--- config.mk ---
export PLATFORM = sky130hd
export DESIGN_NAME = reset_source_arbiter_regs
export DESIGN_NICKNAME = d
export VERILOG_FILES = /design/src/rsarb_pkg.sv /design/src/rsarb_pin_if.sv /design/src/rsarb_pin_shaper.sv /design/src/reset_source_arbiter_regs.sv
export SDC_FILE = /design/constraint.sdc
export NUM_CORES = 1
export LEC_CHECK = 0
export ABC_AREA = 0
export BUFFER_PORTS_ARGS = -buffer_cell sky130_fd_sc_hd__buf_2
export CORE_ASPECT_RATIO = 0.7
export CORE_MARGIN = 3
export CORE_UTILIZATION = 52
export DETAILED_ROUTE_END_ITERATION = 10
export PLACE_DENSITY_LB_ADDON = 0.2
export RECOVER_POWER = 25
export SYNTH_ARGS = -nofsm -noshare
export SYNTH_HDL_FRONTEND = slang
export SYNTH_SLANG_ARGS = --single-unit
--- constraint.sdc ---
create_clock -name clk_i -period 4.8 [get_ports clk_i]
set_input_delay 0.72 -clock clk_i [delete_from_list [all_inputs] [get_ports clk_i]]
set_output_delay 0.72 -clock clk_i [all_outputs]
set_load 0.01 [all_outputs]
--- src/rsarb_pkg.sv ---
// Package: reset source arbiter constants, register map and types
package rsarb_pkg;

    // ------------------------------------------------------------------
    // Register map
    // ------------------------------------------------------------------
    localparam logic [7:0]  RSARB_OFS_COMMAND = 8'h00;
    localparam logic [7:0]  RSARB_OFS_STATUS  = 8'h04;
    localparam logic [7:0]  RSARB_OFS_MODE    = 8'h08;
    localparam logic [7:0]  RSARB_PASSWORD    = 8'hA5;
    localparam int          RSARB_KEY_LSB     = 24;

    // ------------------------------------------------------------------
    // Field positions
    // ------------------------------------------------------------------
    localparam int          RSARB_CMD_CPU     = 0;
    localparam int          RSARB_CMD_PERIPH  = 2;
    localparam int          RSARB_CMD_PIN     = 3;
    localparam int          RSARB_ST_EDGE     = 0;
    localparam int          RSARB_ST_CAUSE    = 8;
    localparam int          RSARB_ST_LEVEL    = 16;
    localparam int          RSARB_ST_BUSY     = 17;
    localparam int          RSARB_MD_UREN     = 0;
    localparam int          RSARB_MD_IRQEN    = 4;
    localparam int          RSARB_MD_LEN      = 8;
    localparam logic [31:0] RSARB_MODE_RESET  = 32'h0000_0001;

    // ------------------------------------------------------------------
    // Reset causes and timing
    // ------------------------------------------------------------------
    localparam logic [2:0]  RSARB_CAUSE_GEN   = 3'h0;
    localparam logic [2:0]  RSARB_CAUSE_BKP   = 3'h1;
    localparam logic [2:0]  RSARB_CAUSE_WDT   = 3'h2;
    localparam logic [2:0]  RSARB_CAUSE_SW    = 3'h3;
    localparam logic [2:0]  RSARB_CAUSE_USER  = 3'h4;
    localparam logic [1:0]  RSARB_HOLD_SLOW   = 2'h3;
    localparam logic [15:0] RSARB_SLOW_DIV    = 16'h0131;

    typedef enum logic [2:0] {
        RSARB_IDLE,
        RSARB_GENERAL,
        RSARB_BACKUP,
        RSARB_WATCHDOG,
        RSARB_SOFTWARE,
        RSARB_USER
    } rsarb_state_e;

endpackage : rsarb_pkg

--- src/rsarb_pin_if.sv ---
// Interface: request and status between state manager and pin shaper
`timescale 1ns/10ps
interface rsarb_pin_if;
    logic       start;
    logic [3:0] length;
    logic       busy;
    modport mgr (output start, output length, input busy);
    modport pin (input start, input length, output busy);
endinterface : rsarb_pin_if

--- src/rsarb_pin_shaper.sv ---
// Pin shaper: drives the reset pin low for 2^(len+1) slow cycles
`timescale 1ns/10ps
module rsarb_pin_shaper
    import rsarb_pkg::*;
(
    input  wire logic  clk_i,
    input  wire logic  reset_i,
    input  wire logic  slow_tick_i,
    rsarb_pin_if.pin   req,
    output logic       pin_drive_low_o
);
    logic [16:0] count_q;
    logic        active_q;

    // Power-up pulse: starts active with the default length
    always_ff @(posedge clk_i or posedge reset_i) begin
        if (reset_i) begin
            active_q <= 1'b1;
            count_q  <= 17'h00002;
        end else if (req.start && !active_q) begin
            active_q <= 1'b1;
            count_q  <= 17'h00001 << (5'(req.length) + 5'h01);
        end else if (active_q && slow_tick_i) begin
            if (count_q <= 17'h00001) begin
                active_q <= 1'b0;
            end
            count_q <= count_q - 17'h00001;
        end
    end

    assign req.busy        = active_q;
    assign pin_drive_low_o = active_q;
endmodule : rsarb_pin_shaper

--- src/reset_source_arbiter_regs.sv ---
// Top: reset source arbitration, cause recording and AHB-Lite registers
//
// Implementation choice: the AHB-Lite interface to the registers.
`timescale 1ns/10ps
module reset_source_arbiter_regs
    import rsarb_pkg::*;
(
    input  wire logic        clk_i,
    input  wire logic        reset_i,
    input  wire logic        hsel_i,
    input  wire logic [31:0] haddr_i,
    input  wire logic [1:0]  htrans_i,
    input  wire logic        hwrite_i,
    input  wire logic [2:0]  hsize_i,
    input  wire logic [31:0] hwdata_i,
    input  wire logic        hready_i,
    output logic      [31:0] hrdata_o,
    output logic             hreadyout_o,
    output logic             hresp_o,
    input  wire logic        general_reset_i,
    input  wire logic        backup_reset_i,
    input  wire logic        watchdog_fault_i,
    input  wire logic        pin_i,
    output logic             pin_o,
    output logic             pin_oe_n_o,
    output logic             cpu_reset_o,
    output logic             periph_reset_o,
    output logic             irq_o
);
    // ------------------------------------------------------------------
    // Bus slave
    // ------------------------------------------------------------------
    logic        wr_pend_q;
    logic [7:0]  wr_addr_q;
    logic        rd_now;
    logic        take;
    logic        key_ok;
    logic        cmd_wr;
    logic        mode_wr;
    logic [31:0] mode_q;
    logic [31:0] status;
    logic [31:0] rdata_q;
    logic        status_rd;

    assign take        = hsel_i && hready_i && htrans_i[1];
    assign rd_now      = take && !hwrite_i;
    assign hreadyout_o = 1'b1;
    assign hresp_o     = 1'b0;
    assign hrdata_o    = rdata_q;
    assign status_rd   = rd_now && haddr_i[7:0] == RSARB_OFS_STATUS;

    always_ff @(posedge clk_i or posedge reset_i) begin
        if (reset_i) begin
            wr_pend_q <= 1'b0;
            wr_addr_q <= 8'h00;
        end else begin
            wr_pend_q <= take && hwrite_i;
            wr_addr_q <= haddr_i[7:0];
        end
    end

    // Unmapped addresses read zero, writes dropped
    always_ff @(posedge clk_i or posedge reset_i) begin
        if (reset_i) begin
            rdata_q <= 32'h0000_0000;
        end else if (rd_now) begin
            case (haddr_i[7:0])
                RSARB_OFS_STATUS: rdata_q <= status;
                RSARB_OFS_MODE:   rdata_q <= mode_q;
                default:          rdata_q <= 32'h0000_0000;
            endcase
        end
    end

    assign key_ok  = hwdata_i[31:RSARB_KEY_LSB] == RSARB_PASSWORD;
    assign cmd_wr  = wr_pend_q && key_ok
                     && wr_addr_q == RSARB_OFS_COMMAND;
    assign mode_wr = wr_pend_q && key_ok && wr_addr_q == RSARB_OFS_MODE;

    // Key byte reads back as zero; only used bits kept
    always_ff @(posedge clk_i or posedge reset_i) begin
        if (reset_i) begin
            mode_q <= RSARB_MODE_RESET;
        end else if (mode_wr) begin
            mode_q <= hwdata_i & 32'h0000_0F11;
        end
    end

    // ------------------------------------------------------------------
    // Slow clock enable
    // ------------------------------------------------------------------
    logic [15:0] div_q;
    logic        slow_tick;

    assign slow_tick = div_q == 16'h0000;

    always_ff @(posedge clk_i or posedge reset_i) begin
        if (reset_i) begin
            div_q <= RSARB_SLOW_DIV;
        end else if (slow_tick) begin
            div_q <= RSARB_SLOW_DIV;
        end else begin
            div_q <= div_q - 16'h0001;
        end
    end

    // ------------------------------------------------------------------
    // Pin sampling
    // ------------------------------------------------------------------
    logic pin_q;
    logic pin_prev_q;
    logic edge_q;
    logic fall;

    always_ff @(posedge clk_i or posedge reset_i) begin
        if (reset_i) begin
            pin_q      <= 1'b1;
            pin_prev_q <= 1'b1;
        end else begin
            pin_q      <= pin_i;
            pin_prev_q <= pin_q;
        end
    end

    assign fall = pin_prev_q && !pin_q;

    // Set wins over a clearing read in the same cycle
    always_ff @(posedge clk_i or posedge reset_i) begin
        if (reset_i) begin
            edge_q <= 1'b0;
        end else if (fall) begin
            edge_q <= 1'b1;
        end else if (status_rd) begin
            edge_q <= 1'b0;
        end
    end

    assign irq_o = edge_q && mode_q[RSARB_MD_IRQEN] && !mode_q[RSARB_MD_UREN];

    // ------------------------------------------------------------------
    // Reset state manager
    // ------------------------------------------------------------------
    rsarb_state_e state_q;
    logic [1:0]   hold_q;
    logic         sw_cpu_q;
    logic         sw_per_q;
    logic [2:0]   cause_q;
    logic [2:0]   pend_cause_q;
    logic         pin_start;
    logic         user_req;
    logic         sw_req;
    logic         busy;
    logic         shaper_busy;
    logic         shaper_busy_q;
    logic         wdt_enter;
    logic         sw_pin_start;

    rsarb_pin_if pin_bus ();

    // Sampled pin lags one clock behind the end of our own pulse
    always_ff @(posedge clk_i or posedge reset_i) begin
        if (reset_i) begin
            shaper_busy_q <= 1'b1;
        end else begin
            shaper_busy_q <= shaper_busy;
        end
    end

    // Pin held low by our own pulse never counts as user reset
    assign user_req = !pin_q && mode_q[RSARB_MD_UREN]
                      && !shaper_busy && !shaper_busy_q;
    assign busy     = state_q == RSARB_SOFTWARE;
    assign sw_req   = cmd_wr && !busy
                      && (hwdata_i[RSARB_CMD_CPU] || hwdata_i[RSARB_CMD_PERIPH]
                          || hwdata_i[RSARB_CMD_PIN]);

    always_ff @(posedge clk_i or posedge reset_i) begin
        if (reset_i) begin
            state_q  <= RSARB_GENERAL;
            hold_q   <= RSARB_HOLD_SLOW;
            sw_cpu_q <= 1'b0;
            sw_per_q <= 1'b0;
        end else if (general_reset_i) begin
            state_q <= RSARB_GENERAL;
            hold_q  <= RSARB_HOLD_SLOW;
        end else if (backup_reset_i) begin
            state_q <= RSARB_BACKUP;
            hold_q  <= RSARB_HOLD_SLOW;
        end else begin
            case (state_q)
                RSARB_IDLE: begin
                    if (watchdog_fault_i) begin
                        state_q <= RSARB_WATCHDOG;
                        hold_q  <= RSARB_HOLD_SLOW;
                    end else if (sw_req) begin
                        state_q  <= RSARB_SOFTWARE;
                        hold_q   <= RSARB_HOLD_SLOW;
                        sw_cpu_q <= hwdata_i[RSARB_CMD_CPU];
                        sw_per_q <= hwdata_i[RSARB_CMD_PERIPH];
                    end else if (user_req) begin
                        state_q <= RSARB_USER;
                    end
                end
                RSARB_SOFTWARE: begin
                    if (watchdog_fault_i) begin
                        state_q <= RSARB_WATCHDOG;
                        hold_q  <= RSARB_HOLD_SLOW;
                    end else if (slow_tick) begin
                        if (hold_q == 2'h1) begin
                            state_q <= RSARB_IDLE;
                        end
                        hold_q <= hold_q - 2'h1;
                    end
                end
                RSARB_USER: begin
                    // Watchdog and commands ignored here
                    if (pin_q && !shaper_busy) begin
                        state_q <= RSARB_IDLE;
                    end
                end
                RSARB_GENERAL, RSARB_BACKUP, RSARB_WATCHDOG: begin
                    // Software and pin ignored while held
                    if (slow_tick) begin
                        if (hold_q == 2'h1) begin
                            state_q <= RSARB_IDLE;
                        end
                        hold_q <= hold_q - 2'h1;
                    end
                end
                default: state_q <= RSARB_IDLE;
            endcase
        end
    end

    // Cause of the reset currently in progress
    always_ff @(posedge clk_i or posedge reset_i) begin
        if (reset_i) begin
            pend_cause_q <= RSARB_CAUSE_GEN;
        end else begin
            case (state_q)
                RSARB_GENERAL:  pend_cause_q <= RSARB_CAUSE_GEN;
                RSARB_BACKUP:   pend_cause_q <= RSARB_CAUSE_BKP;
                RSARB_WATCHDOG: pend_cause_q <= RSARB_CAUSE_WDT;
                RSARB_SOFTWARE: pend_cause_q <= RSARB_CAUSE_SW;
                RSARB_USER:     pend_cause_q <= RSARB_CAUSE_USER;
                default:        pend_cause_q <= pend_cause_q;
            endcase
        end
    end

    always_comb begin
        case (state_q)
            RSARB_SOFTWARE: cpu_reset_o = sw_cpu_q;
            RSARB_IDLE:     cpu_reset_o = 1'b0;
            default:        cpu_reset_o = 1'b1;
        endcase
    end

    always_comb begin
        case (state_q)
            RSARB_SOFTWARE: periph_reset_o = sw_per_q;
            RSARB_IDLE:     periph_reset_o = 1'b0;
            default:        periph_reset_o = 1'b1;
        endcase
    end

    // Only resets that touched the cpu are recorded, at release
    logic cpu_prev_q;

    always_ff @(posedge clk_i or posedge reset_i) begin
        if (reset_i) begin
            cpu_prev_q <= 1'b1;
            cause_q    <= RSARB_CAUSE_GEN;
        end else begin
            cpu_prev_q <= cpu_reset_o;
            if (cpu_prev_q && !cpu_reset_o) begin
                cause_q <= pend_cause_q;
            end
        end
    end

    // ------------------------------------------------------------------
    // Pin shaper
    // ------------------------------------------------------------------
    // One start per entry; a level would restart a short pulse
    assign wdt_enter    = watchdog_fault_i && !general_reset_i
                          && !backup_reset_i
                          && (state_q == RSARB_IDLE
                              || state_q == RSARB_SOFTWARE);
    assign sw_pin_start = sw_req && state_q == RSARB_IDLE
                          && !watchdog_fault_i && !general_reset_i
                          && !backup_reset_i && hwdata_i[RSARB_CMD_PIN];
    assign pin_start    = sw_pin_start || wdt_enter;
    assign pin_bus.start  = pin_start;
    assign pin_bus.length = mode_q[RSARB_MD_LEN +: 4];
    assign shaper_busy    = pin_bus.busy;

    logic drive_low;

    rsarb_pin_shaper u_shaper (
        .clk_i           (clk_i),
        .reset_i         (reset_i),
        .slow_tick_i     (slow_tick),
        .req             (pin_bus.pin),
        .pin_drive_low_o (drive_low)
    );

    assign pin_o      = 1'b0;
    assign pin_oe_n_o = !drive_low;

    // ------------------------------------------------------------------
    // Status word
    // ------------------------------------------------------------------
    always_comb begin
        status                          = 32'h0000_0000;
        status[RSARB_ST_EDGE]           = edge_q;
        status[RSARB_ST_CAUSE +: 3]     = cause_q;
        status[RSARB_ST_LEVEL]          = pin_q;
        status[RSARB_ST_BUSY]           = busy;
    end

endmodule : reset_source_arbiter_regs

======== After elaboration in Yosys (flattened, before gate mapping) ========
Cells that the tools add are included.
storage, ports and cells
  register bits ........................... 99
  bits in latches ......................... 0
  RAM bits ................................ 0
  bits in read-only memories .............. 0
  bits of input ports ..................... 78
  output and inout port bits .............. 39
  logic and storage cells ................. 124
  memories ................................ 0
operators by class
  add/sub/neg operators ................... 4
  $mul .................................... 0
  div/mod/pow operators ................... 0
  order comparisons ....................... 1
  equality and inequality tests ........... 13
  shift operators ......................... 1
  muxes and demuxes ....................... 29
  bitwise gates (word level) .............. 3
  reduce and logical (&&, ||, !) cells .... 55
operators with widths
  operator                                              number
  one-hot mux 18 bit (2 select lines)                   1
  two-way mux 17 bit                                    2
  logical AND 1 bit                                     28
  two-way mux 3 bit                                     9
  <= comparator 17 x 1 -> 1 bit, second input constant  1
  left shift 1 x 5 -> 17 bit, first input constant      1
  subtractor 17 x 1 -> 17 bit, second input constant    1
  == test 8 x 4 -> 1 bit, second input constant         2
  zero test 16 bit                                      1
  two-way mux 16 bit                                    1
  subtractor 16 x 1 -> 16 bit, second input constant    1
  one-hot mux 3 bit (5 select lines)                    1
  two-way mux 2 bit                                     6
  one-hot mux 3 bit (4 select lines)                    1
  zero test 1 bit                                       10
  nonzero test 5 bit                                    2
  == test 8 x 3 -> 1 bit, second input constant         1
  == test 8 bit, second input constant                  1
  zero test 8 bit                                       1
  == test 3 x 2 -> 1 bit, second input constant         2
  == test 3 bit, second input constant                  2
  != test 6 bit, second input constant                  1
  one-hot mux 2 bit (3 select lines)                    1
  AND reduction 2 bit                                   3
  other kinds (14)                                      26

======== Depth between registers and ports, before layout ========
Gate-level depths: netlist of the first run.
  depth in word-level cells ............... 14
  mapped depth ............................ 8

======== Modules after synthesis ========
Synthesis of the first run repeated with hierarchy kept, for this count alone.
second synthesis, totals
  cell total of the unflattened synthesis .. 393
  area total of the unflattened synthesis .. 3927.5 sq um
modules (own cells, without submodules)
  module                     instances  cells an instance  area each (sq um)  sequential area each (sq um)
  reset_source_arbiter_regs  1          256                2750.1             1441.4
  rsarb_pin_shaper           1          137                1177.4             452.9

======== Worst setup path before layout of the first run ========
OpenSTA, ideal clock, no wires.
  path type ............................... input -> register
  from .................................... input haddr_i[1]
  to ...................................... register rdata_q[17], in the netlist hrdata_o[17]
  arrival time ............................ 2.220 ns
  required time ........................... 4.732 ns
  path slack .............................. 2.512 ns
  cell stages on the path ................. 4
  path through ............................ or4_1 -> or4_1 -> nor3b_2 -> a32o_1
between the ends
  cells in the longest elaborated chain, start to end .. 2
  elaborated cells between the ends (all ways) .. 3
ends and longest elaborated chain
  element                                                           line                             text
  from (decl)                                                       reset_source_arbiter_regs.sv:11  input wire logic [31:0] haddr_i,
  == test 8 x 4 -> 1 bit or == test 8 x 3 -> 1 bit (tied branches)  reset_source_arbiter_regs.sv:67  case (haddr_i[7:0])
  one-hot mux 18 bit (2 select lines) *                             reset_source_arbiter_regs.sv:67
  to (signal assigned)                                              reset_source_arbiter_regs.sv:68  RSARB_OFS_STATUS: rdata_q <= status;
  to (signal assigned)                                              reset_source_arbiter_regs.sv:69  RSARB_OFS_MODE: rdata_q <= mode_q;
  to (decl)                                                         reset_source_arbiter_regs.sv:42  logic [31:0] rdata_q;
Mark *: on every way between the ends. The rest lies on a longest branch, timed or not.
A chain may end at the register's enable or synchronous reset.

======== Worst setup path in the final report of the first run ========
  from .................................... register div_q[0]
  to ...................................... register u_shaper.count_q[7]
between the ends
  cells in the longest elaborated chain, start to end .. 3
ends and longest elaborated chain
  element                              line                              text
  from (decl)                          reset_source_arbiter_regs.sv:92   logic [15:0] div_q;
  from (signal assigned)               reset_source_arbiter_regs.sv:103  div_q <= div_q - 16'h0001;
  zero test 16 bit                     reset_source_arbiter_regs.sv:95   assign slow_tick = div_q == 16'h0000;
  logical AND 1 bit                    rsarb_pin_shaper.sv:23            end else if (active_q && slow_tick_i) begin
  nonzero test 2 bit (no source line)  -
  to (signal assigned)                 rsarb_pin_shaper.sv:22            count_q <= 17'h00001 << (5'(req.length) + 5'h01);
  to (signal assigned)                 rsarb_pin_shaper.sv:27            count_q <= count_q - 17'h00001;
  to (decl)                            rsarb_pin_shaper.sv:12            logic [16:0] count_q;
No other way between the ends.

==> reports/metrics.cfg, run 1 <==
[grt]
grt_pass1_vias = 2949
grt-ovfl-total = 0
globalRouteTotalUtil_pct = 19.77
antenna_found_initial = 0
grt_max_degree = 51
grt_pass1_wl_um = 14120

[setup_path]
r2r-end = u_shaper.count_q[7]$_DFFE_PP0P_
crit_required_ns = 5.01
slowest_delay_ns = 0.77
rr_worst_depth = 7
crit_path_end = u_shaper.count_q[7]$_DFFE_PP0P_
crit_fanout = 21
timing.rr.start = div_q[0]$_DFF_PP1_
end_kind = flip-flop
critical_path_class = flip-flop to flip-flop
critical_path_arrival_ns = 2.87
crit_start = div_q[0]$_DFF_PP1_
cp-start-kind = flip-flop
r2r_slack_ns = 2.15
crit_path_top_delay_cell = and4_1
path_cells = inv_1 > ha_1 > nor4b_2 > and4_1 > nand2_1 > nand4_1 > o221ai_1

[sta]
clock_skew_ns = 0.01054
max_freq_ghz = 0.3767
slew_violations = 51
rsz0062_at_grt = no
setup_tns_ns = 0
period_share_pct = 55.31
worst_pin_slew_ns = 1.864
hold_viol_final = 0
relSlewSlack_pct = -24.42
setup_ws_ns = 2.145
fin_crit_ns = 2.655
setup_violations = 0

[pwr]
clkPwrFrac_pct = 41.1
pwr_density_cell_nw_per_um2 = 287.0
ir_drop_uv = 239.2
intPower_mw = 0.9748
leakage_nw = 1.962
p_switching_mw = 0.2886
power.share.switching_pct = 22.84
combinationalPowerShare_pct = 6.1
seq_power_share_pct = 52.8

[clock_tree]
cts-root-buf = clkbuf_8
cts_buffers = 9
h-tree-depth = 3
post-cts-setup-buffers = 0
cts_tree = yes
clock_sinks = 75
postCtsHoldBufs = 0
worst_skew_pair.late_latency_ns = 0.35
cts-resized-gates = 0
clk_pin_slew_worst_paths_ns = 0.08
clock_path_buffers = 2

[logic_synthesis]
ys_ff_latch = 75
synth_edf_count = 0
ys_warn_count = 0
synthArstFlopShare_pct = 100.0
yosys.cell_types.count = 74
postSynthAreaPerCell_um2 = 10.30
syn_inst = 393
netlist_area_um2 = 4048
ys.flop_type = dfrtp_1
synth-seq-area-share_pct = 46.80

[status]
status = complete, but fails checks
violations = capacitance limit, slew limit

[floorplanning]
floorplan.die_area_um2 = 8895
io_pins = 117
start_util_pct = 54.57
core_um2 = 7417
dieHeight_um = 79.82
rows = 26
die_w_um = 111.5

[detailed_routing]
wire_per_inst_um = 16.04
drc = 0
firstDrtPassIters = 5
antenna_left = 0
drt_wl_total_um = 8565
viasPerCell = 5.816
dr_total_vias = 3106
drt-initial-drc-count = 275

[placement]
port_buffers = 45
hpwlAfterDp_um = 6042
gp_congestion = 0.8914
dp_slack_ns = 2.050

[finish]
diodes = 0
layout.nets = 515
drive_gt1_share_pct = 22.48
syn_to_final_growth_pct = 8.748

[hold_path]
hold_class = flip-flop to flip-flop

[run]
maxCapViolations = 1

stage by stage:
stage	util (%)	cells	cell area (um^2)	power, mW	hold slack [ns]
after floorplan	-	418	4141	0.7414	0.3533
after global placement	56.60	519	4198	0.7549	0.4180
after detailed placement	56.60	519	4198	0.7566	0.4133
after CTS	59.40	534	4405	1.282	0.4202
after global routing	59.35	534	4402	1.320	0.4412
final	59.35	534	4402	1.263	0.4622
cells in the final DEF (no fill, tap or decap), drive strengths merged, types with 12 or more instances in the layout:
cell type,count
nand3,16
dfstp,14
conb,27
inv,15
nor2,27
dfrtp,61
nand2,31
clkbuf,14
buf,44
xnor2,12
logic make-up (layout without fill, tap and decap cells):
| kind of cell | after synthesis | after routing | share of synthesized area [%] |
|---|---|---|---|
| buffers and inverters | 58 | 76 | 8.872 |
| multiplexers | 13 | 13 | 3.555 |
| AND/OR/NAND/NOR | 160 | 160 | 23.34 |
| other | 2 | 27 | 0.1855 |
| flip-flops | 75 | 75 | 46.80 |
| AO/OA/AOI/OAI | 62 | 62 | 11.81 |
| adder cells (fa/ha/maj) | 5 | 5 | 1.546 |
| XOR/XNOR | 18 | 18 | 3.895 |
power groups by stage:
stage	registers (mW)	clock network (mW)	logic, mW
after floorplan	0.674	0	0.0677
after global placement	0.678	0	0.0767
after detailed placement	0.678	0	0.0782
after CTS	0.667	0.537	0.0783
after global routing	0.670	0.563	0.0871
final	0.667	0.519	0.0775
flip-flops by register name (all words and copies together), names as in the netlist, 2 cells and up:
register	cells
hold_q	2
u_shaper.count_q	17
mode_q	6
wr_addr_q	8
div_q	16
pend_cause_q	3
hrdata_o	8
cause_q	3
state_q	3
critical path: cells and delay by family (launching register included):
kind / cells / cell delay [ns]
AOI/OAI and AO/OA: 1 / 0.13
adders and majority gates: 1 / 0.15
buffers and inverters: 1 / 0.11
DFF: 1 / 0.38
and+or+nand+nor: 4 / 1.75
cells in the mapped netlist, types with 7 or more instances:
| library cell | count | area, um^2 |
|---|---|---|
| dfrtp_1 | 61 | 1526 |
| nand2_1 | 31 | 116.4 |
| buf_4 | 28 | 210.2 |
| nor2_1 | 27 | 101.4 |
| nand3_1 | 16 | 80.08 |
| dfstp_2 | 14 | 367.9 |
| inv_1 | 14 | 52.55 |
| xnor2_1 | 12 | 105.1 |
| a21oi_1 | 11 | 55.05 |
| mux2_2 | 11 | 123.9 |
| nor3_1 | 11 | 55.05 |
| nand4_1 | 9 | 56.30 |
| nor4_1 | 9 | 56.30 |
| and3_1 | 7 | 43.79 |
| clkbuf_1 | 7 | 26.28 |
routing by layer:
metal / up-vias / track usage (%) / wire [um] / share of wire (%)
met5: - / 0 / 0 / 0
met1: 1539 / 27.24 / 4113 / 48
met4: 0 / 5.954 / 74 / 0.86
met2: 96 / 30.69 / 3896 / 45
met3: 8 / 5.455 / 480 / 5.6
li1: 1463 / - / - / -
area by class of cell:
class                      instances  area [um^2]
fill                             640         3015
tap                               98        122.6
inverter                          14        52.55
sequential                        75         1894
timing repair buffer              47        236.5
multi-input combinational        285         1888
clock inverter                     4        76.32
clock buffer                      11        131.4
worst min-delay path by stage:
stage | cells after the start | to | start
3_3_place_gp | 0 | pin_prev_q$_DFF_PP1_ | pin_q$_DFF_PP1_
5_1_grt | 1 | pin_q$_DFF_PP1_ | pin_i
4_1_cts | 0 | pin_prev_q$_DFF_PP1_ | pin_q$_DFF_PP1_
3_5_place_dp | 0 | pin_prev_q$_DFF_PP1_ | pin_q$_DFF_PP1_
6_report | 0 | pin_prev_q$_DFF_PP1_ | pin_q$_DFF_PP1_
2_1_floorplan | 0 | shaper_busy_q$_DFF_PP1_ | u_shaper.pin_drive_low_o$_DFFE_PP1P_
(Power assumes the default switching activity.)
==> run 2, diff against run 1 <==
clock period = 2.8 ns   (was 4.8 ns; I/O delays follow)
==> reports/metrics.cfg, run 2 (synthesized netlist as in run 1, its figures left out) <==
[finish]
final_cell_mix = 61 x dfrtp_1, 41 x buf_2, 31 x nand2_1  ; was 61 x dfrtp_1, 42 x buf_2, 31 x nand2_1
largestRegisters = u_shaper.count_q x17, div_q x16  ; unchanged
largest_register_ffs = 17  ; unchanged
syn_to_final_growth_pct = 9.830  ; was 8.748%
stdcell_count = 541  ; was 534
largest-register = u_shaper.count_q  ; unchanged
drive_gt1_share_pct = 24.38  ; was 22.48%
mostFrequentLayoutCell = dfrtp_1  ; unchanged
layout.nets = 521  ; was 515
diodes = 0  ; unchanged

[hold_path]
min_path_cells = 1  ; was 0
hold_path_end = pin_q$_DFF_PP1_  ; was pin_prev_q$_DFF_PP1_
hp-start = pin_i  ; was pin_q$_DFF_PP1_
hold_class = input port to flip-flop  ; was flip-flop to flip-flop

[placement]
port_buffers = 45  ; unchanged
gp_congestion = 0.8962  ; was 0.8914
dpl.cell_count = 525  ; was 519
hpwlAfterDp_um = 6130  ; was 6042 um

[setup_path]
timing.rr.start = div_q[0]$_DFF_PP1_  ; unchanged
r2r-end = u_shaper.count_q[4]$_DFFE_PP0P_  ; was u_shaper.count_q[7]$_DFFE_PP0P_
end_kind = flip-flop  ; unchanged
crit_fanout = 13  ; was 21
cp-start-kind = flip-flop  ; unchanged
critical_path_arrival_ns = 2.72  ; was 2.87 ns
crit_start = div_q[0]$_DFF_PP1_  ; unchanged
rr_worst_depth = 7  ; unchanged
critical_path_class = flip-flop to flip-flop  ; unchanged
crit_path_top_delay_cell = and4_1  ; unchanged
path_cells = inv_1 > ha_1 > nor4b_2 > and4_1 > nand2_1 > nand4b_1 > nor3b_1  ; was inv_1 > ha_1 > nor4b_2 > and4_1 > nand2_1 > nand4_1 > o221ai_1
slowest_delay_ns = 0.61  ; was 0.77 ns
crit_required_ns = 3.06  ; was 5.01 ns
r2r_slack_ns = 0.34  ; was 2.15 ns

[clock_tree]
postCtsHoldBufs = 0  ; unchanged
worst_skew_pair.late_latency_ns = 0.35  ; about the same
clock_path_buffers = 2  ; unchanged
cts-root-buf = clkbuf_8  ; unchanged
clk_pin_slew_worst_paths_ns = 0.09  ; was 0.08 ns
clock_sinks = 75  ; unchanged
cts_tree = yes  ; unchanged
post-cts-setup-buffers = 0  ; unchanged
h-tree-depth = 3  ; unchanged
cts-resized-gates = 0  ; unchanged
cts_buffers = 9  ; unchanged

[sta]
setup_violations = 0  ; unchanged
holdWs_ns = 0.1651  ; was 0.4622 ns
clock_skew_ns = 0.01398  ; was 0.01054 ns
rsz0062_at_grt = no  ; unchanged
max_freq_ghz = 0.4067  ; was 0.3767 GHz
fin_crit_ns = 2.459  ; was 2.655 ns
worst_pin_slew_ns = 1.823  ; was 1.864 ns
relSlewSlack_pct = -21.54  ; was -24.42%
period_share_pct = 87.82  ; was 55.31%
slew_violations = 76  ; was 51
setup_tns_ns = 0  ; unchanged
hold_viol_final = 0  ; unchanged

[detailed_routing]
drt_wl_total_um = 8763  ; was 8565 um
dr_total_vias = 3132  ; was 3,106
wire_per_inst_um = 16.20  ; was 16.04 um
antenna_left = 0  ; unchanged
drc = 0  ; unchanged
firstDrtPassIters = 5  ; unchanged
drt-initial-drc-count = 258  ; was 275
viasPerCell = 5.789  ; was 5.816

[status]
status = complete, but fails checks  ; unchanged
violations = capacitance limit, slew limit  ; unchanged

[floorplanning]
start_util_pct = 54.57  ; unchanged
floorplan.die_area_um2 = 8895  ; unchanged
die_w_um = 111.5  ; unchanged
dieHeight_um = 79.82  ; unchanged
rows = 26  ; unchanged
io_pins = 117  ; unchanged
core_um2 = 7417  ; unchanged

[run]
maxCapViolations = 1  ; unchanged

[grt]
antenna_found_initial = 0  ; unchanged
use_met3_pct = 4.318  ; was 5.455%
gr-usage-met2_pct = 32.37  ; was 30.69%
grt_pass1_vias = 3045  ; was 2,949
grt-ovfl-total = 0  ; unchanged
globalRouteTotalUtil_pct = 21.10  ; was 19.77%
grt_use_met1_pct = 30.38  ; was 27.24%
grt_pass1_wl_um = 15080  ; was 14,120 um
grt_max_degree = 76  ; was 51
grt-busiest-layer = met2  ; unchanged

[pwr]
pwr_density_cell_nw_per_um2 = 484.4  ; was 287.0 nW/um^2
ir_drop_uv = 271.2  ; was 239.2 uV
leakage_nw = 1.993  ; was 1.962 nW

[run 2: metal layers]
metal / vias up / routed length [um]
li1: 1483 / -
met1: 1525 / 4184
met2: 111 / 4026
met3: 13 / 463
met4: 0 / 89
met5: - / 0
[run 2: through the flow]
| stage | setup slack (ns) | total power, mW | utilization (%) | cell area [um^2] |
|---|---|---|---|---|
| after global placement | 0.4229 | 1.298 | 57.37 | 4255 |
| after CTS | 0.3127 | 2.179 | 60.21 | 4466 |
| after global routing | 0.06067 | 2.241 | 59.94 | 4446 |
| final | 0.3411 | 2.153 | 59.94 | 4446 |
| after floorplan | 0.4932 | 1.271 | - | 4141 |
| after detailed placement | 0.3468 | 1.303 | 57.37 | 4255 |
[run 2: how the worst max path moves through the flow]
stage,to,depth (start not counted)
floorplan,cause_q[0]$_DFFE_PP0P_,1
global placement,state_q[1]$_DFFE_PP0P_,7
detailed placement,u_shaper.count_q[4]$_DFFE_PP0P_,7
CTS,u_shaper.count_q[4]$_DFFE_PP0P_,7
global route,u_shaper.count_q[4]$_DFFE_PP0P_,7
finish,u_shaper.count_q[4]$_DFFE_PP0P_,7
[run 2: area by class of cell]
cell class / instances / area (um^2)
Fill cell: 648 / 2972
Sequential cell: 75 / 1894
Multi-Input combinational cell: 285 / 1888
Timing Repair Buffer: 53 / 277.8
Clock buffer: 10 / 137.6
Tap cell: 98 / 122.6
Clock inverter: 6 / 72.57
Inverter: 14 / 52.55
[run 2: critical path: cells and delay by family, from the launching register on]
| kind | cells | cell delay [ns] |
|---|---|---|
| AND/OR/NAND/NOR | 5 | 1.71 |
| adder cells (fa/ha/maj) | 1 | 0.16 |
| buffers and inverters | 1 | 0.11 |
| flip-flops | 1 | 0.38 |
[run 2: where the power goes]
group	internal, mW	switching, mW
registers	1.12	0.0236
clock network	0.444	0.430
logic	0.0527	0.0844
total	1.61	0.538
==> run 3, diff against run 2 <==
ABC_CLOCK_PERIOD_IN_PS = 2800   (was not set)
REMOVE_ABC_BUFFERS = 1   (was not set)
==> reports/metrics.cfg, run 3 (synthesized netlist as in run 1, its figures left out) <==
[pwr]
seq_power_share_pct = 53.3  ; was 53.0%
intPower_mw = 1.632  ; was 1.615 mW
power.share.switching_pct = 24.03  ; was 25.01%
p_switching_mw = 0.5162  ; was 0.5384 mW
pwr_density_cell_nw_per_um2 = 480.6  ; was 484.4 nW/um^2
leakage_nw = 1.998  ; was 1.993 nW
ir_drop_uv = 320.1  ; was 271.2 uV
combinationalPowerShare_pct = 6.5  ; was 6.4%
clkPwrFrac_pct = 40.3  ; was 40.6%

[finish]
fillCellCount = 642  ; was 648
mostFrequentLayoutCell = dfrtp_1  ; unchanged
utilization_pct = 60.26  ; was 59.94%
final_cell_mix = 61 x dfrtp_1, 40 x buf_2, 31 x nand2_1  ; was 61 x dfrtp_1, 41 x buf_2, 31 x nand2_1
regArea_um2 = 1894  ; unchanged
drive_gt1_share_pct = 23.82  ; was 24.38%
diodes = 0  ; unchanged
layout.nets = 523  ; was 521
largestRegisters = u_shaper.count_q x17, div_q x16  ; unchanged
multiInputGateArea_um2 = 1888  ; unchanged
largest_register_ffs = 17  ; unchanged
largest-register = u_shaper.count_q  ; unchanged
syn_to_final_growth_pct = 10.42  ; was 9.830%

[grt]
grt-ovfl-total = 0  ; unchanged
antenna_found_initial = 0  ; unchanged
grt_max_degree = 43  ; was 76
globalRouteTotalUtil_pct = 21.50  ; was 21.10%
grt_pass1_wl_um = 15070  ; was 15,080 um
grt_pass1_vias = 3004  ; was 3,045

[hold_path]
hold_class = input port to flip-flop  ; unchanged
min_path_cells = 1  ; unchanged
hold_path_end = pin_q$_DFF_PP1_  ; unchanged
hp-start = pin_i  ; unchanged

[sta]
rsz0062_at_grt = no  ; unchanged
period_share_pct = 85.10  ; was 87.82%
clock_skew_ns = 0.005604  ; was 0.01398 ns
setup_tns_ns = 0  ; unchanged
setup_violations = 0  ; unchanged
worst_pin_slew_ns = 1.337  ; was 1.823 ns
fin_crit_ns = 2.383  ; was 2.459 ns
max_freq_ghz = 0.4197  ; was 0.4067 GHz
relSlewSlack_pct = 10.75  ; was -21.54%
hold_viol_final = 0  ; unchanged
slew_violations = 0  ; was 76

[clock_tree]
worst_skew_pair.late_latency_ns = 0.36  ; was 0.35 ns
clock_sinks = 75  ; unchanged
cts_buffers = 9  ; unchanged
post-cts-setup-buffers = 0  ; unchanged
clock_path_buffers = 2  ; unchanged
postCtsHoldBufs = 0  ; unchanged
cts_tree = yes  ; unchanged
cts-root-buf = clkbuf_8  ; unchanged
h-tree-depth = 3  ; unchanged
cts-resized-gates = 0  ; unchanged
clk_pin_slew_worst_paths_ns = 0.08  ; was 0.09 ns

[setup_path]
critical_path_arrival_ns = 2.63  ; was 2.72 ns
rr_worst_depth = 7  ; unchanged
critical_path_class = flip-flop to flip-flop  ; unchanged
crit_required_ns = 3.05  ; was 3.06 ns
end_kind = flip-flop  ; unchanged
timing.rr.start = div_q[1]$_DFF_PP0_  ; was div_q[0]$_DFF_PP1_
r2r-end = u_shaper.count_q[11]$_DFFE_PP0P_  ; was u_shaper.count_q[4]$_DFFE_PP0P_
crit_fanout = 10  ; was 13
cp-start-kind = flip-flop  ; unchanged
r2r_slack_ns = 0.42  ; was 0.34 ns

[detailed_routing]
drt_wl_total_um = 9160  ; was 8763 um
antenna_left = 0  ; unchanged
viasPerCell = 5.807  ; was 5.789
firstDrtPassIters = 5  ; unchanged
dr_total_vias = 3153  ; was 3,132
wire_per_inst_um = 16.87  ; was 16.20 um
drc = 0  ; unchanged
drt-initial-drc-count = 251  ; was 258

[run]
maxCapViolations = 0  ; was 1

[floorplanning]
dieHeight_um = 79.82  ; unchanged
start_util_pct = 54.57  ; unchanged
floorplan.die_area_um2 = 8895  ; unchanged
die_w_um = 111.5  ; unchanged
rows = 26  ; unchanged
core_um2 = 7417  ; unchanged
io_pins = 117  ; unchanged

[placement]
hpwlAfterDp_um = 6564  ; was 6130 um
port_buffers = 45  ; unchanged
gp_congestion = 0.8725  ; was 0.8962

[status]
status = completed  ; was complete, but fails checks

## run 3: power by group through the flow
stage	clock, mW	sequential [mW]	combinational (mW)
finish	0.865	1.14	0.139
global route	0.937	1.15	0.156
CTS	0.889	1.14	0.140
detailed placement	0	1.16	0.139
global placement	0	1.16	0.137
floorplan	0	1.16	0.0862
## run 3: metrics by stage
| stage | area [um^2] | hold slack [ns] | worst slack, ns | power (mW) | instances |
|---|---|---|---|---|---|
| after floorplan | 3835 | 0.3739 | 0.4262 | 1.242 | 374 |
| after global placement | 4270 | 0.4060 | 0.5048 | 1.300 | 527 |
| after detailed placement | 4270 | 0.4091 | 0.4310 | 1.304 | 527 |
| after CTS | 4476 | 0.1309 | 0.4188 | 2.173 | 543 |
| after global routing | 4469 | 0.1408 | 0.2198 | 2.241 | 543 |
| final | 4469 | 0.1565 | 0.4173 | 2.148 | 543 |
## run 3: worst max path at each step
| stage | from | endpoint | slack (ns) |
|---|---|---|---|
| 5_1_grt | div_q[1]$_DFF_PP0_ | u_shaper.count_q[11]$_DFFE_PP0P_ | 0.22 |
| 3_3_place_gp | haddr_i[1] | hrdata_o[8]$_DFFE_PP0P_ | 0.50 |
| 6_report | div_q[1]$_DFF_PP0_ | u_shaper.count_q[11]$_DFFE_PP0P_ | 0.42 |
| 2_1_floorplan | wr_addr_q[2]$_DFF_PP0_ | u_shaper.count_q[11]$_DFFE_PP0P_ | 0.43 |
| 4_1_cts | div_q[1]$_DFF_PP0_ | u_shaper.count_q[11]$_DFFE_PP0P_ | 0.42 |
| 3_5_place_dp | div_q[0]$_DFF_PP1_ | u_shaper.count_q[11]$_DFFE_PP0P_ | 0.43 |
## run 3: final cells by class
class                   count  area share (%)
flip-flops and latches     75           42.39
multi-input cells         285           42.25
repair buffers             55           6.859
clock buffers              12           3.471
well taps                  98           2.744
inverters                  14           1.176
clock inverters             4           1.120
## run 3: metal layers
metal | up-vias | track usage, % | routed length [um]
met4 | 0 | 6.683 | 110
met2 | 123 | 30.99 | 3839
li1 | 1485 | - | -
met1 | 1534 | 30.68 | 4463
met3 | 11 | 7.045 | 746
met5 | - | 0 | 0
## run 3: critical path, stage by stage, from the launching register on
cell	delay [ns]
dfrtp_1	0.39
inv_1	0.12
ha_1	0.17
nor4b_2	0.41
nand4_4	0.31
o31a_1	0.37
and3_1	0.18
a311o_1	0.32
